$ cat config.mk
export PLATFORM = sky130hd
export DESIGN_NAME = asc_scan_ctrl
export DESIGN_NICKNAME = d
export VERILOG_FILES = /design/src/core/asc_pkg.sv /design/src/core/asc_res_if.sv /design/src/core/asc_scan_ctrl.sv /design/src/core/asc_res_mem.sv
export VERILOG_INCLUDE_DIRS = /design/src /design/src/core
export SDC_FILE = /design/constraint.sdc
export NUM_CORES = 1
export LEC_CHECK = 0
export ABC_CLOCK_PERIOD_IN_PS = 3700
export BUFFER_PORTS_ARGS = -buffer_cell sky130_fd_sc_hd__buf_2
export CAP_MARGIN = 20
export CORE_MARGIN = 4
export CORE_UTILIZATION = 50
export CTS_CLUSTER_DIAMETER = 120
export CTS_CLUSTER_SIZE = 14
export DETAILED_ROUTE_END_ITERATION = 8
export MAX_ROUTING_LAYER = met4
export PLACE_DENSITY = 0.64
export SLEW_MARGIN = 20
export SYNTH_ARGS = -nofsm -noshare
export SYNTH_HDL_FRONTEND = slang
export SYNTH_HIERARCHICAL = 1
export SYNTH_SLANG_ARGS = --single-unit
$ cat constraint.sdc
create_clock -name sys_clk_i -period 3.7 [get_ports sys_clk_i]
set_input_delay 0.74 -clock sys_clk_i [delete_from_list [all_inputs] [get_ports sys_clk_i]]
set_output_delay 0.74 -clock sys_clk_i [all_outputs]
set_load 0.02 [all_outputs]
$ cat src/core/asc_map.svh
// Register offsets, field positions, reset values and counts of the scan controller
`ifndef ASC_MAP_SVH
`define ASC_MAP_SVH

`define ASC_OFF_CTRL     8'h00
`define ASC_OFF_CHSEL_LO 8'h04
`define ASC_OFF_CHSEL_HI 8'h08
`define ASC_OFF_STAT     8'h0c
`define ASC_OFF_CLR      8'h10
`define ASC_OFF_IEN      8'h14
`define ASC_OFF_RES_BASE 8'h40
`define ASC_OFF_RES_LAST 8'h9c

`define ASC_BIT_START    0
`define ASC_BIT_IEN      1
`define ASC_BIT_MODE_LO  2
`define ASC_BIT_MODE_HI  3
`define ASC_BIT_HW_TRIGGER_ENABLE     4
`define ASC_BIT_ALIGN    5
`define ASC_BIT_BUSY     6
`define ASC_BIT_SCANEND  0

`define ASC_RST_CTRL     32'h0000_0000
`define ASC_RST_CHSEL    24'h00_0000
`define ASC_RST_RES      16'h0000

`define ASC_NUM_CH       24
`define ASC_RES_BITS     12

`endif

$ cat src/core/asc_pkg.sv
// Types shared by the scan controller files
package asc_pkg;
    typedef enum logic [0:0] {
        ASC_IDLE = 1'b0,
        ASC_CONV = 1'b1
    } asc_state_t;

    typedef enum logic [1:0] {
        ASC_SINGLE = 2'b00,
        ASC_GROUP  = 2'b01,
        ASC_CONT   = 2'b10,
        ASC_RSVD   = 2'b11
    } asc_mode_t;

    typedef logic [4:0]  asc_chan_t;
    typedef logic [15:0] asc_res_t;
endpackage : asc_pkg

$ cat src/core/asc_res_if.sv
// Result store port between the sequencer and the result memory
`timescale 1ns/10ps
interface asc_res_if;
    logic              wr_en;
    asc_pkg::asc_chan_t wr_idx;
    asc_pkg::asc_res_t  wr_data;
    logic              rd_en;
    logic              rd_res;
    asc_pkg::asc_chan_t rd_idx;
    logic [31:0]       reg_rdata;
    logic [31:0]       rdata;

    modport ctrl (output wr_en, wr_idx, wr_data, rd_en, rd_res, rd_idx, reg_rdata,
                  input rdata);
    modport mem  (input wr_en, wr_idx, wr_data, rd_en, rd_res, rd_idx, reg_rdata,
                  output rdata);
endinterface : asc_res_if

$ cat src/core/asc_scan_ctrl.sv
// Scan sequencer, registers and interrupt of a 24-channel converter controller
//
// The register offsets and the strobed register port were chosen for this implementation.
`timescale 1ns/10ps
`include "asc_map.svh"
module asc_scan_ctrl (
    input  wire logic                 sys_clk_i,
    input  wire logic                 sys_rst_i,
    input  wire logic [7:0]           addr_i,
    input  wire logic [31:0]          wr_data_i,
    input  wire logic                 wr_en_i,
    input  wire logic                 rd_en_i,
    output logic      [31:0]          rd_data_o,
    input  wire logic                 hw_trig_i,
    output logic                      conv_start_o,
    output asc_pkg::asc_chan_t        conv_chan_o,
    input  wire logic                 conv_done_i,
    input  wire logic [11:0]          conv_data_i,
    output logic                      irq_o
);
    asc_res_if mif ();

    asc_pkg::asc_state_t state;
    asc_pkg::asc_mode_t  mode;
    logic                conversion_start_bit;
    logic                scan_end_irq_enable;
    logic                hw_trigger_enable;
    logic                result_alignment_select;
    logic [23:0]         chan_sel;
    logic                scan_flag;
    logic [2:0]          trig_sync;
    logic [5:0]          first_hit;
    logic [5:0]          next_hit;
    logic                trig_edge;
    logic                scan_end;
    logic                wr_ctrl;
    logic                wr_clr;
    logic                wr_ien;
    logic                rd_res_hit;
    logic [7:0]          res_off;
    logic                single_empty;

    // Lowest selected channel at or above a start index, with a found flag on top
    function automatic logic [5:0] asc_find(input logic [23:0] mask,
                                            input logic [4:0]  from);
        logic [5:0] hit;
        hit = 6'h00;
        for (int i = `ASC_NUM_CH - 1; i >= 0; i--) begin
            if (mask[i] && (5'(i) >= from)) begin
                hit = {1'b1, 5'(i)};
            end
        end
        return hit;
    endfunction : asc_find

    // Write strobes per register
    assign wr_ctrl = wr_en_i && (addr_i == `ASC_OFF_CTRL);
    assign wr_clr  = wr_en_i && (addr_i == `ASC_OFF_CLR);
    assign wr_ien  = wr_en_i && (addr_i == `ASC_OFF_IEN);

    // Channel search from the bottom and from just above the channel in flight
    assign first_hit = asc_find(chan_sel, 5'h00);
    assign next_hit  = asc_find(chan_sel, 5'(conv_chan_o + 5'h01));

    // Pin trigger passes two flops; the edge is taken between the second and third
    always_ff @(posedge sys_clk_i) begin
        if (sys_rst_i) begin
            trig_sync <= 3'h0;
        end else begin
            trig_sync <= {trig_sync[1:0], hw_trig_i};
        end
    end
    assign trig_edge = trig_sync[1] && !trig_sync[2];

    // Last conversion of a live scan; an aborted scan never gets here
    assign scan_end = (state == asc_pkg::ASC_CONV) && conversion_start_bit
                      && conv_done_i && !next_hit[5];
    // Single scan with nothing selected finishes at once rather than hang busy
    assign single_empty = (state == asc_pkg::ASC_IDLE) && conversion_start_bit
                          && !first_hit[5] && (mode != asc_pkg::ASC_CONT);

    // Configuration fields; mode is written as a whole field
    always_ff @(posedge sys_clk_i) begin
        if (sys_rst_i) begin
            mode                    <= asc_pkg::ASC_SINGLE;
            hw_trigger_enable       <= 1'b0;
            result_alignment_select <= 1'b0;
        end else if (wr_ctrl) begin
            mode <= asc_pkg::asc_mode_t'(wr_data_i[`ASC_BIT_MODE_HI:`ASC_BIT_MODE_LO]);
            hw_trigger_enable       <= wr_data_i[`ASC_BIT_HW_TRIGGER_ENABLE];
            result_alignment_select <= wr_data_i[`ASC_BIT_ALIGN];
        end
    end

    // Interrupt enable is one flop seen in both the control and enable registers
    always_ff @(posedge sys_clk_i) begin
        if (sys_rst_i) begin
            scan_end_irq_enable <= 1'b0;
        end else if (wr_ctrl) begin
            scan_end_irq_enable <= wr_data_i[`ASC_BIT_IEN];
        end else if (wr_ien) begin
            scan_end_irq_enable <= wr_data_i[`ASC_BIT_SCANEND];
        end
    end

    // Channel select, one bit per analog input
    always_ff @(posedge sys_clk_i) begin
        if (sys_rst_i) begin
            chan_sel <= `ASC_RST_CHSEL;
        end else if (wr_en_i && (addr_i == `ASC_OFF_CHSEL_LO)) begin
            chan_sel[15:0] <= wr_data_i[15:0];
        end else if (wr_en_i && (addr_i == `ASC_OFF_CHSEL_HI)) begin
            chan_sel[23:16] <= wr_data_i[7:0];
        end
    end

    // Start bit: software write first, then gated trigger, then self-clear
    always_ff @(posedge sys_clk_i) begin
        if (sys_rst_i) begin
            conversion_start_bit <= 1'b0;
        end else if (wr_ctrl) begin
            conversion_start_bit <= wr_data_i[`ASC_BIT_START];
        end else if (trig_edge && hw_trigger_enable) begin
            conversion_start_bit <= 1'b1;
        end else if ((scan_end && (mode != asc_pkg::ASC_CONT)) || single_empty) begin
            conversion_start_bit <= 1'b0;
        end
    end

    // Sequencer; it rereads the live select mask at each step
    always_ff @(posedge sys_clk_i) begin
        if (sys_rst_i) begin
            state        <= asc_pkg::ASC_IDLE;
            conv_start_o <= 1'b0;
            conv_chan_o  <= 5'h00;
        end else begin
            conv_start_o <= 1'b0;
            unique case (state)
                asc_pkg::ASC_IDLE: begin
                    if (conversion_start_bit && first_hit[5]) begin
                        conv_chan_o  <= first_hit[4:0];
                        conv_start_o <= 1'b1;
                        state        <= asc_pkg::ASC_CONV;
                    end
                end
                asc_pkg::ASC_CONV: begin
                    if (!conversion_start_bit) begin
                        state <= asc_pkg::ASC_IDLE;
                    end else if (conv_done_i) begin
                        if (next_hit[5]) begin
                            conv_chan_o  <= next_hit[4:0];
                            conv_start_o <= 1'b1;
                        end else if ((mode == asc_pkg::ASC_CONT) && first_hit[5]) begin
                            conv_chan_o  <= first_hit[4:0];
                            conv_start_o <= 1'b1;
                        end else begin
                            state <= asc_pkg::ASC_IDLE;
                        end
                    end
                end
            endcase
        end
    end

    // Result store, aligned as selected at the time of the write
    assign mif.wr_en   = (state == asc_pkg::ASC_CONV) && conversion_start_bit
                         && conv_done_i;
    assign mif.wr_idx  = conv_chan_o;
    assign mif.wr_data = result_alignment_select ? {conv_data_i, 4'h0}
                                                 : {4'h0, conv_data_i};

    // Scan-end flag; a set in the same cycle as a clear wins
    always_ff @(posedge sys_clk_i) begin
        if (sys_rst_i) begin
            scan_flag <= 1'b0;
        end else if (scan_end) begin
            scan_flag <= 1'b1;
        end else if (wr_clr && wr_data_i[`ASC_BIT_SCANEND]) begin
            scan_flag <= 1'b0;
        end
    end

    // Level interrupt, registered so the pin is glitch free
    always_ff @(posedge sys_clk_i) begin
        if (sys_rst_i) begin
            irq_o <= 1'b0;
        end else begin
            irq_o <= scan_flag && scan_end_irq_enable;
        end
    end

    // Read decode; unmapped and write-only addresses read as zero
    assign res_off    = addr_i - `ASC_OFF_RES_BASE;
    assign rd_res_hit = (addr_i >= `ASC_OFF_RES_BASE) && (addr_i <= `ASC_OFF_RES_LAST)
                        && (addr_i[1:0] == 2'b00);
    assign mif.rd_en  = rd_en_i;
    assign mif.rd_res = rd_res_hit;
    assign mif.rd_idx = res_off[6:2];

    always_comb begin
        mif.reg_rdata = 32'h0000_0000;
        unique case (addr_i)
            `ASC_OFF_CTRL: begin
                mif.reg_rdata[`ASC_BIT_START] = conversion_start_bit;
                mif.reg_rdata[`ASC_BIT_IEN]   = scan_end_irq_enable;
                mif.reg_rdata[`ASC_BIT_MODE_HI:`ASC_BIT_MODE_LO] = mode;
                mif.reg_rdata[`ASC_BIT_HW_TRIGGER_ENABLE]  = hw_trigger_enable;
                mif.reg_rdata[`ASC_BIT_ALIGN] = result_alignment_select;
                mif.reg_rdata[`ASC_BIT_BUSY]  = (state == asc_pkg::ASC_CONV);
            end
            `ASC_OFF_CHSEL_LO: mif.reg_rdata[15:0] = chan_sel[15:0];
            `ASC_OFF_CHSEL_HI: mif.reg_rdata[7:0]  = chan_sel[23:16];
            `ASC_OFF_STAT:     mif.reg_rdata[`ASC_BIT_SCANEND] = scan_flag;
            `ASC_OFF_IEN:      mif.reg_rdata[`ASC_BIT_SCANEND] = scan_end_irq_enable;
            default:           mif.reg_rdata = 32'h0000_0000;
        endcase
    end

    // Read data stands in the cycle after the strobe
    assign rd_data_o = mif.rdata;

    asc_res_mem u_res_mem (
        .sys_clk_i (sys_clk_i),
        .sys_rst_i (sys_rst_i),
        .port      (mif.mem)
    );
endmodule : asc_scan_ctrl

$ cat src/core/asc_res_mem.sv
// Per-channel result memory with the registered read-data word of the register port
`timescale 1ns/10ps
`include "asc_map.svh"
module asc_res_mem (
    input  wire logic sys_clk_i,
    input  wire logic sys_rst_i,
    asc_res_if.mem    port
);
    asc_pkg::asc_res_t store [`ASC_NUM_CH];

    // One word per channel, cleared so reads never return unknowns
    always_ff @(posedge sys_clk_i) begin
        if (sys_rst_i) begin
            for (int i = 0; i < `ASC_NUM_CH; i++) begin
                store[i] <= `ASC_RST_RES;
            end
        end else if (port.wr_en) begin
            store[port.wr_idx] <= port.wr_data;
        end
    end

    // Read word registered here so the bus sees it exactly one cycle later
    always_ff @(posedge sys_clk_i) begin
        if (sys_rst_i) begin
            port.rdata <= 32'h0000_0000;
        end else if (port.rd_en) begin
            port.rdata <= port.rd_res ? {16'h0000, store[port.rd_idx]} : port.reg_rdata;
        end
    end
endmodule : asc_res_mem

==> reports/metrics.yaml, run 1 <==
core_area_sq_um: 54300
ir_worst_vdd_mv: 0.314
setup_viol: 0
firstDrtPassIters: 6
clk_pin_slew_ns: 0.09
synthCells: 2025
dr_total_vias: 17400
layout-drive-gt1-share: 0.176
max_freq_mhz: 293
slew_violations: 0
fin_crit_sh: 0.921
synth_top_area_cell: "edfxtp_1"
clkSinkCount: 586
placed_cells: 2822
dp_hpwl_mm: 49.6
fp.dieH_um: 243
outcome: "complete, no violations"
startpoint_type: "register"
r2r-end: "conv_chan_o[0]"
yosys_warnings: 6
worstHoldPathCells: 3
grt_max_degree: 59
ant_nets: 0
swShare: 0.226
grt_use_total: 0.264
seq_power_share: 0.573
row_count: 85
route.detailed.drc: 0
power.switching_mw: 2.90
grt_pass1_vias: 17100
antenna_found_initial: 3
ys_types: 87
async_reset_ff_frac: 0
reg2reg_from: "conv_chan_o[0]"
cts_tree: "built"
hold_violations: 0
reg2reg_depth: 10
worstSetupPathType: "register to register"
rsz0062_at_grt: "false"
synth_edf_count: 512
clockBufferDepth: 3
cp-end-kind: "register"
postCtsSetupRepairBufs: 0
ios: 97
p_clk_frac: 0.354
hold_slack_ns: 0.365
ys_seq_area_frac: 0.609
ys.flop_type: "edfxtp_1"
synth_top_area_share: 0.556
cts_resized: 0
min_period_ns: 3.41
cp_max_fo: 15
synth.most_common_cell: "edfxtp_1"
wl_mm: 76.8
cts_hold_buf: 0
multi_input_area_sq_um: 9940
worst_slew_pin_slew_ns: 0.860
final-seq-area_sq_um: 16900
die-area_sq_um: 59200
p_leak_nw: 11.3
grt-ovfl-total: 0
synth_area_per_cell_sq_um: 13.7
fillCellCount: 4376
slew_headroom: 0.426
synth_area_sq_um: 27700
routed_via_density: 6.03
clk_latency_ns: 0.60
arrival_ns: 3.93
die_w_um: 243
power.total_mw: 12.9
wire_per_inst_um: 26.6
synth_area_leaders: "edfxtp_1, and2_1, mux4_2"
internal_power_mw: 9.96
cp_data_required_time_ns: 4.22
final_core_util: 0.560
ys_ff_latch: 586
cts_buffers: 47
p_comb_frac: 0.073
start_util: 0.509
whs_endpoint: "chan_sel[9]"
root_buffer: "clkbuf_16"
port_buffers: 80
cap_violations: 0
fin_cells: 2892
regToRegSetupSlack_ns: 0.29
syn2layout_area_growth_pct: 10.1
skew_ns: 0.0272
cts_htree_levels: 2
fin_setup_tns_ns: 0
first_iter_violations: 2176
yosys-top-cells-count: "edfxtp_1, and2_1, clkbuf_1"
holdCritStartpoint: "wr_data_i[9]"
powerDensity_nw_per_um2: 422
gp_congestion: 0.962
grt_pass1_wl_mm: 113
hold_path_class: "input pin to register"
nets: 2194
[through the flow]
step | setup slack, ns | area (sq um)
after global routing | 0.0490 | 30400
after CTS | 0.355 | 30400
final | 0.292 | 30500
after floorplan | 0.384 | 27700
after detailed placement | 0.273 | 29200
after global placement | 0.319 | 29200
[cell usage in the layout, fill, tap and decap left out, drive strengths merged, types with 14 or more instances in the layout]
master and n:
nand2b 14, conb 16, edfxtp 512, o21ai 50, nand3 24, a22oi 24, mux2i 94, a21oi 64
and2 393, o221ai 17, nand2 95, mux2 20, nor2 90, a31oi 24, dfxtp 74, mux4 96
a21o 17, nor2b 67, a2111oi 34, clkbuf 66, inv 18, buf 204
[metal layers]
layer | routed length, um | track usage | up-vias
met4 | 2400 | 0.0781 | 0
li1 | - | - | 7747
met1 | 31400 | 0.356 | 8773
met3 | 6610 | 0.0526 | 132
met2 | 36400 | 0.412 | 777
met5 | 0 | - | -
[registers in the layout, indices dropped and copies added, names as in the netlist, 2 cells and up]
name                  flops
u_res_mem/store         512
u_res_mem/port.rdata     32
chan_sel                 24
conv_chan_o               5
trig_sync                 3
mode                      2
[cell type report]
type / instances / share of cell area
Tap cell: 739 / 0.0304
Sequential cell: 586 / 0.553
Antenna cell: 4 / 0.000329
Timing Repair Buffer: 205 / 0.0462
Clock buffer: 65 / 0.0408
Multi-Input combinational cell: 1275 / 0.326
Clock inverter: 1 / 0.000288
Inverter: 17 / 0.00210
[critical path, stage by stage, from the launching register on]
cell,delay (ns)
dfxtp_1,0.44
ha_1,0.28
buf_4,0.17
xnor2_2,0.56
nand3_1,0.24
a311o_1,0.42
o211a_2,0.16
a31oi_1,0.14
o31a_1,0.51
nor2_1,0.11
a311oi_2,0.27
[power groups by stage]
stage	combinational (mW)	clock, mW	sequential, mW
3_3_place_gp	0.927	0	7.50
2_1_floorplan	0.546	0	7.52
4_1_cts	0.936	4.65	7.37
5_1_grt	0.990	4.91	7.38
3_5_place_dp	0.933	0	7.51
6_report	0.937	4.55	7.37
[kinds of logic after synthesis]
kind of cell | synth area share
compound gates | 0.0762
xor+xnor | 0.00213
fa+ha+maj | 0.00181
buf+inv | 0.0341
flops | 0.609
mux | 0.123
other cells | 0.000136
simple gates | 0.153
[worst max path at each step]
stage / slack, ns / from / to
floorplan: 0.38 / conv_done_i / u_res_mem/store[12][0]
global placement: 0.32 / addr_i[5] / u_res_mem/port.rdata[3]
detailed placement: 0.27 / addr_i[5] / u_res_mem/port.rdata[3]
CTS: 0.35 / conv_chan_o[0] / conv_chan_o[0]
global route: 0.05 / conv_chan_o[0] / conv_chan_o[0]
finish: 0.29 / conv_chan_o[0] / conv_chan_o[0]
No activity file was read; power rests on OpenSTA's default activity.
==> run 2, diff against run 1 <==
BUFFER_PORTS_ARGS = -buffer_cell sky130_fd_sc_hd__clkbuf_2   (was -buffer_cell sky130_fd_sc_hd__buf_2)
RECOVER_POWER = 25   (was unset)
==> run 2 against run 1 <==
Net effect: the flow now finishes with violations (max-capacitance violations, max-slew violations); wire length is 0.56% lower; via count decreased by 0.30%; critical path type unchanged; utilization is 0.23 points lower; maximum frequency barely moved; clock power grew 2%.
==> reports/metrics.yaml, run 2 (synthesis results as in run 1) <==
outcome: "finished with violations"
violations: "max-capacitance violations, max-slew violations"
fillCellCount: 4442  # +1.5%
fp.dieH_um: 243  # unchanged
slew_headroom: -0.302  # -0.728
whs_endpoint: "chan_sel[9]"
wl_mm: 76.4  # -0.56%
powerDensity_nw_per_um2: 426  # +0.93%
grt-ovfl-total: 0  # unchanged
clockBufferDepth: 3  # unchanged
core_area_sq_um: 54300  # unchanged
rsz0062_at_grt: "false"
regToRegSetupSlack_ns: 0.30  # about the same
ir_worst_vdd_mv: 0.351  # +12%
fin_cells: 2885  # -0.24%
placed_cells: 2815  # -0.25%
top_register: "u_res_mem/store"
grt_pass1_wl_mm: 112  # -0.55%
p_leak_nw: 11.0  # -2.4%
top_regs: "u_res_mem/store (512), u_res_mem/port.rdata (32), chan_sel (24)"
die_w_um: 243  # unchanged
hold_slack_ns: 0.346  # -0.0196 ns
root_buffer: "clkbuf_16"
holdCritStartpoint: "wr_data_i[9]"
final_cell_mix: "edfxtp_1, and2_1, nand2_1, buf_4, mux2i_1"
clk_pin_slew_ns: 0.08  # about the same
worstSetupPathType: "register to register"
cap_violations: 9  # +9
startpoint_type: "register"
cts_htree_levels: 2  # unchanged
start_util: 0.509  # unchanged
final_core_util: 0.558  # -0.00228
skew_ns: 0.0291  # +0.00186 ns
die-area_sq_um: 59200  # unchanged
postCtsSetupRepairBufs: 0  # unchanged
hold_path_class: "input pin to register"
route.detailed.drc: 0  # unchanged
setup_viol: 0  # unchanged
wire_per_inst_um: 26.5  # -0.32%
cp-end-kind: "register"
reg2reg_depth: 10  # unchanged
worstHoldPathCells: 3  # unchanged
fin_crit_sh: 0.920  # about the same
cts_hold_buf: 0  # unchanged
clkSinkCount: 586  # unchanged
hold_violations: 0  # unchanged
grt_pass1_vias: 16900  # -1.3%
antenna_found_initial: 1  # -2
cp_max_fo: 14  # -1
grt_max_degree: 92  # +56%
firstDrtPassIters: 6  # unchanged
r2r-end: "conv_chan_o[1]"
layout-drive-gt1-share: 0.145  # -0.0309
gp_congestion: 0.928  # -3.6%
arrival_ns: 3.93  # about the same
slew_violations: 307  # +307
ant_nets: 0  # unchanged
mostFrequentLayoutCell: "edfxtp_1"
fin_setup_tns_ns: 0  # unchanged
dp_hpwl_mm: 49.2  # -0.95%
ios: 97  # unchanged
first_iter_violations: 1727  # -21%
routed_via_density: 6.02  # about the same
dr_total_vias: 17400  # -0.30%
nets: 2187  # -0.32%
max_freq_mhz: 294  # about the same
row_count: 85  # unchanged
power.total_mw: 12.9  # +0.51%
cts_buffers: 47  # unchanged
min_period_ns: 3.40  # -0.00313 ns
grt_use_total: 0.262  # -0.00228
syn2layout_area_growth_pct: 9.62
cp_data_required_time_ns: 4.23  # about the same
port_buffers: 80  # unchanged
cts_tree: "built"
largest_reg_flops: 512  # unchanged
worst_slew_pin_slew_ns: 1.95  # +1.09 ns
clk_latency_ns: 0.61  # about the same
reg2reg_from: "conv_chan_o[1]"
==> run 2: what timing repair did <==
item	4_1_cts	5_1_grt
hold endpoints to repair	0	0
endpoints found under the setup margin	0	2
resized for setup	0	1
==> run 2: metal layers <==
metal	up-vias	global-route usage	part of all wire
li1	7734	-	-
met1	8771	0.354	0.41
met4	0	0.0713	0.030
met5	-	-	0
met3	127	0.0419	0.078
met2	744	0.417	0.48
==> run 2: metrics by stage <==
step / worst slack (ns) / cell area (sq um)
after floorplan: 0.384 / 27700
after global placement: 0.320 / 29100
after detailed placement: 0.269 / 29100
after CTS: 0.328 / 30400
after global routing: 0.0814 / 30300
final: 0.295 / 30300
==> run 2: worst max-delay path by stage <==
stage / startpoint / end / slack, ns / depth (start not counted)
floorplan: conv_done_i / u_res_mem/store[12][0] / 0.38 / 5
global route: conv_chan_o[1] / conv_chan_o[1] / 0.08 / 10
detailed placement: addr_i[5] / u_res_mem/port.rdata[6] / 0.27 / 9
finish: conv_chan_o[1] / conv_chan_o[1] / 0.30 / 10
CTS: conv_chan_o[1] / conv_chan_o[3] / 0.33 / 9
global placement: addr_i[5] / u_res_mem/port.rdata[6] / 0.32 / 9
==> run 2: area by class of cell <==
cell class | count | area, sq um | share of cell area
well taps | 739 | 925 | 0.0305
multi-input cells | 1275 | 9940 | 0.328
flip-flops and latches | 586 | 16900 | 0.556
diodes | 1 | 2.50 | 0.0000825
repair buffers | 198 | 1240 | 0.0410
inverters | 17 | 63.8 | 0.00210
clock buffers | 67 | 1270 | 0.0420
clock inverters | 2 | 25.0 | 0.000825
==> run 2: critical path, cell delays in order, from the launching register on <==
cell and delay [ns]:
dfxtp_1 0.68, inv_1 0.14, ha_1 0.20, or3_1 0.52, o31ai_1 0.38, nor2b_1 0.24, a31o_1 0.21, nand3_1 0.16
o21ai_2 0.32, o311ai_1 0.18, a311oi_2 0.28
==> run 2: where the power goes <==
part | leakage [nW] | internal, mW | switching, mW
clock | 0.625 | 2.37 | 2.26
sequential | 5.79 | 7.32 | 0.0517
combinational | 4.63 | 0.318 | 0.612
total | 11.0 | 10.0 | 2.92
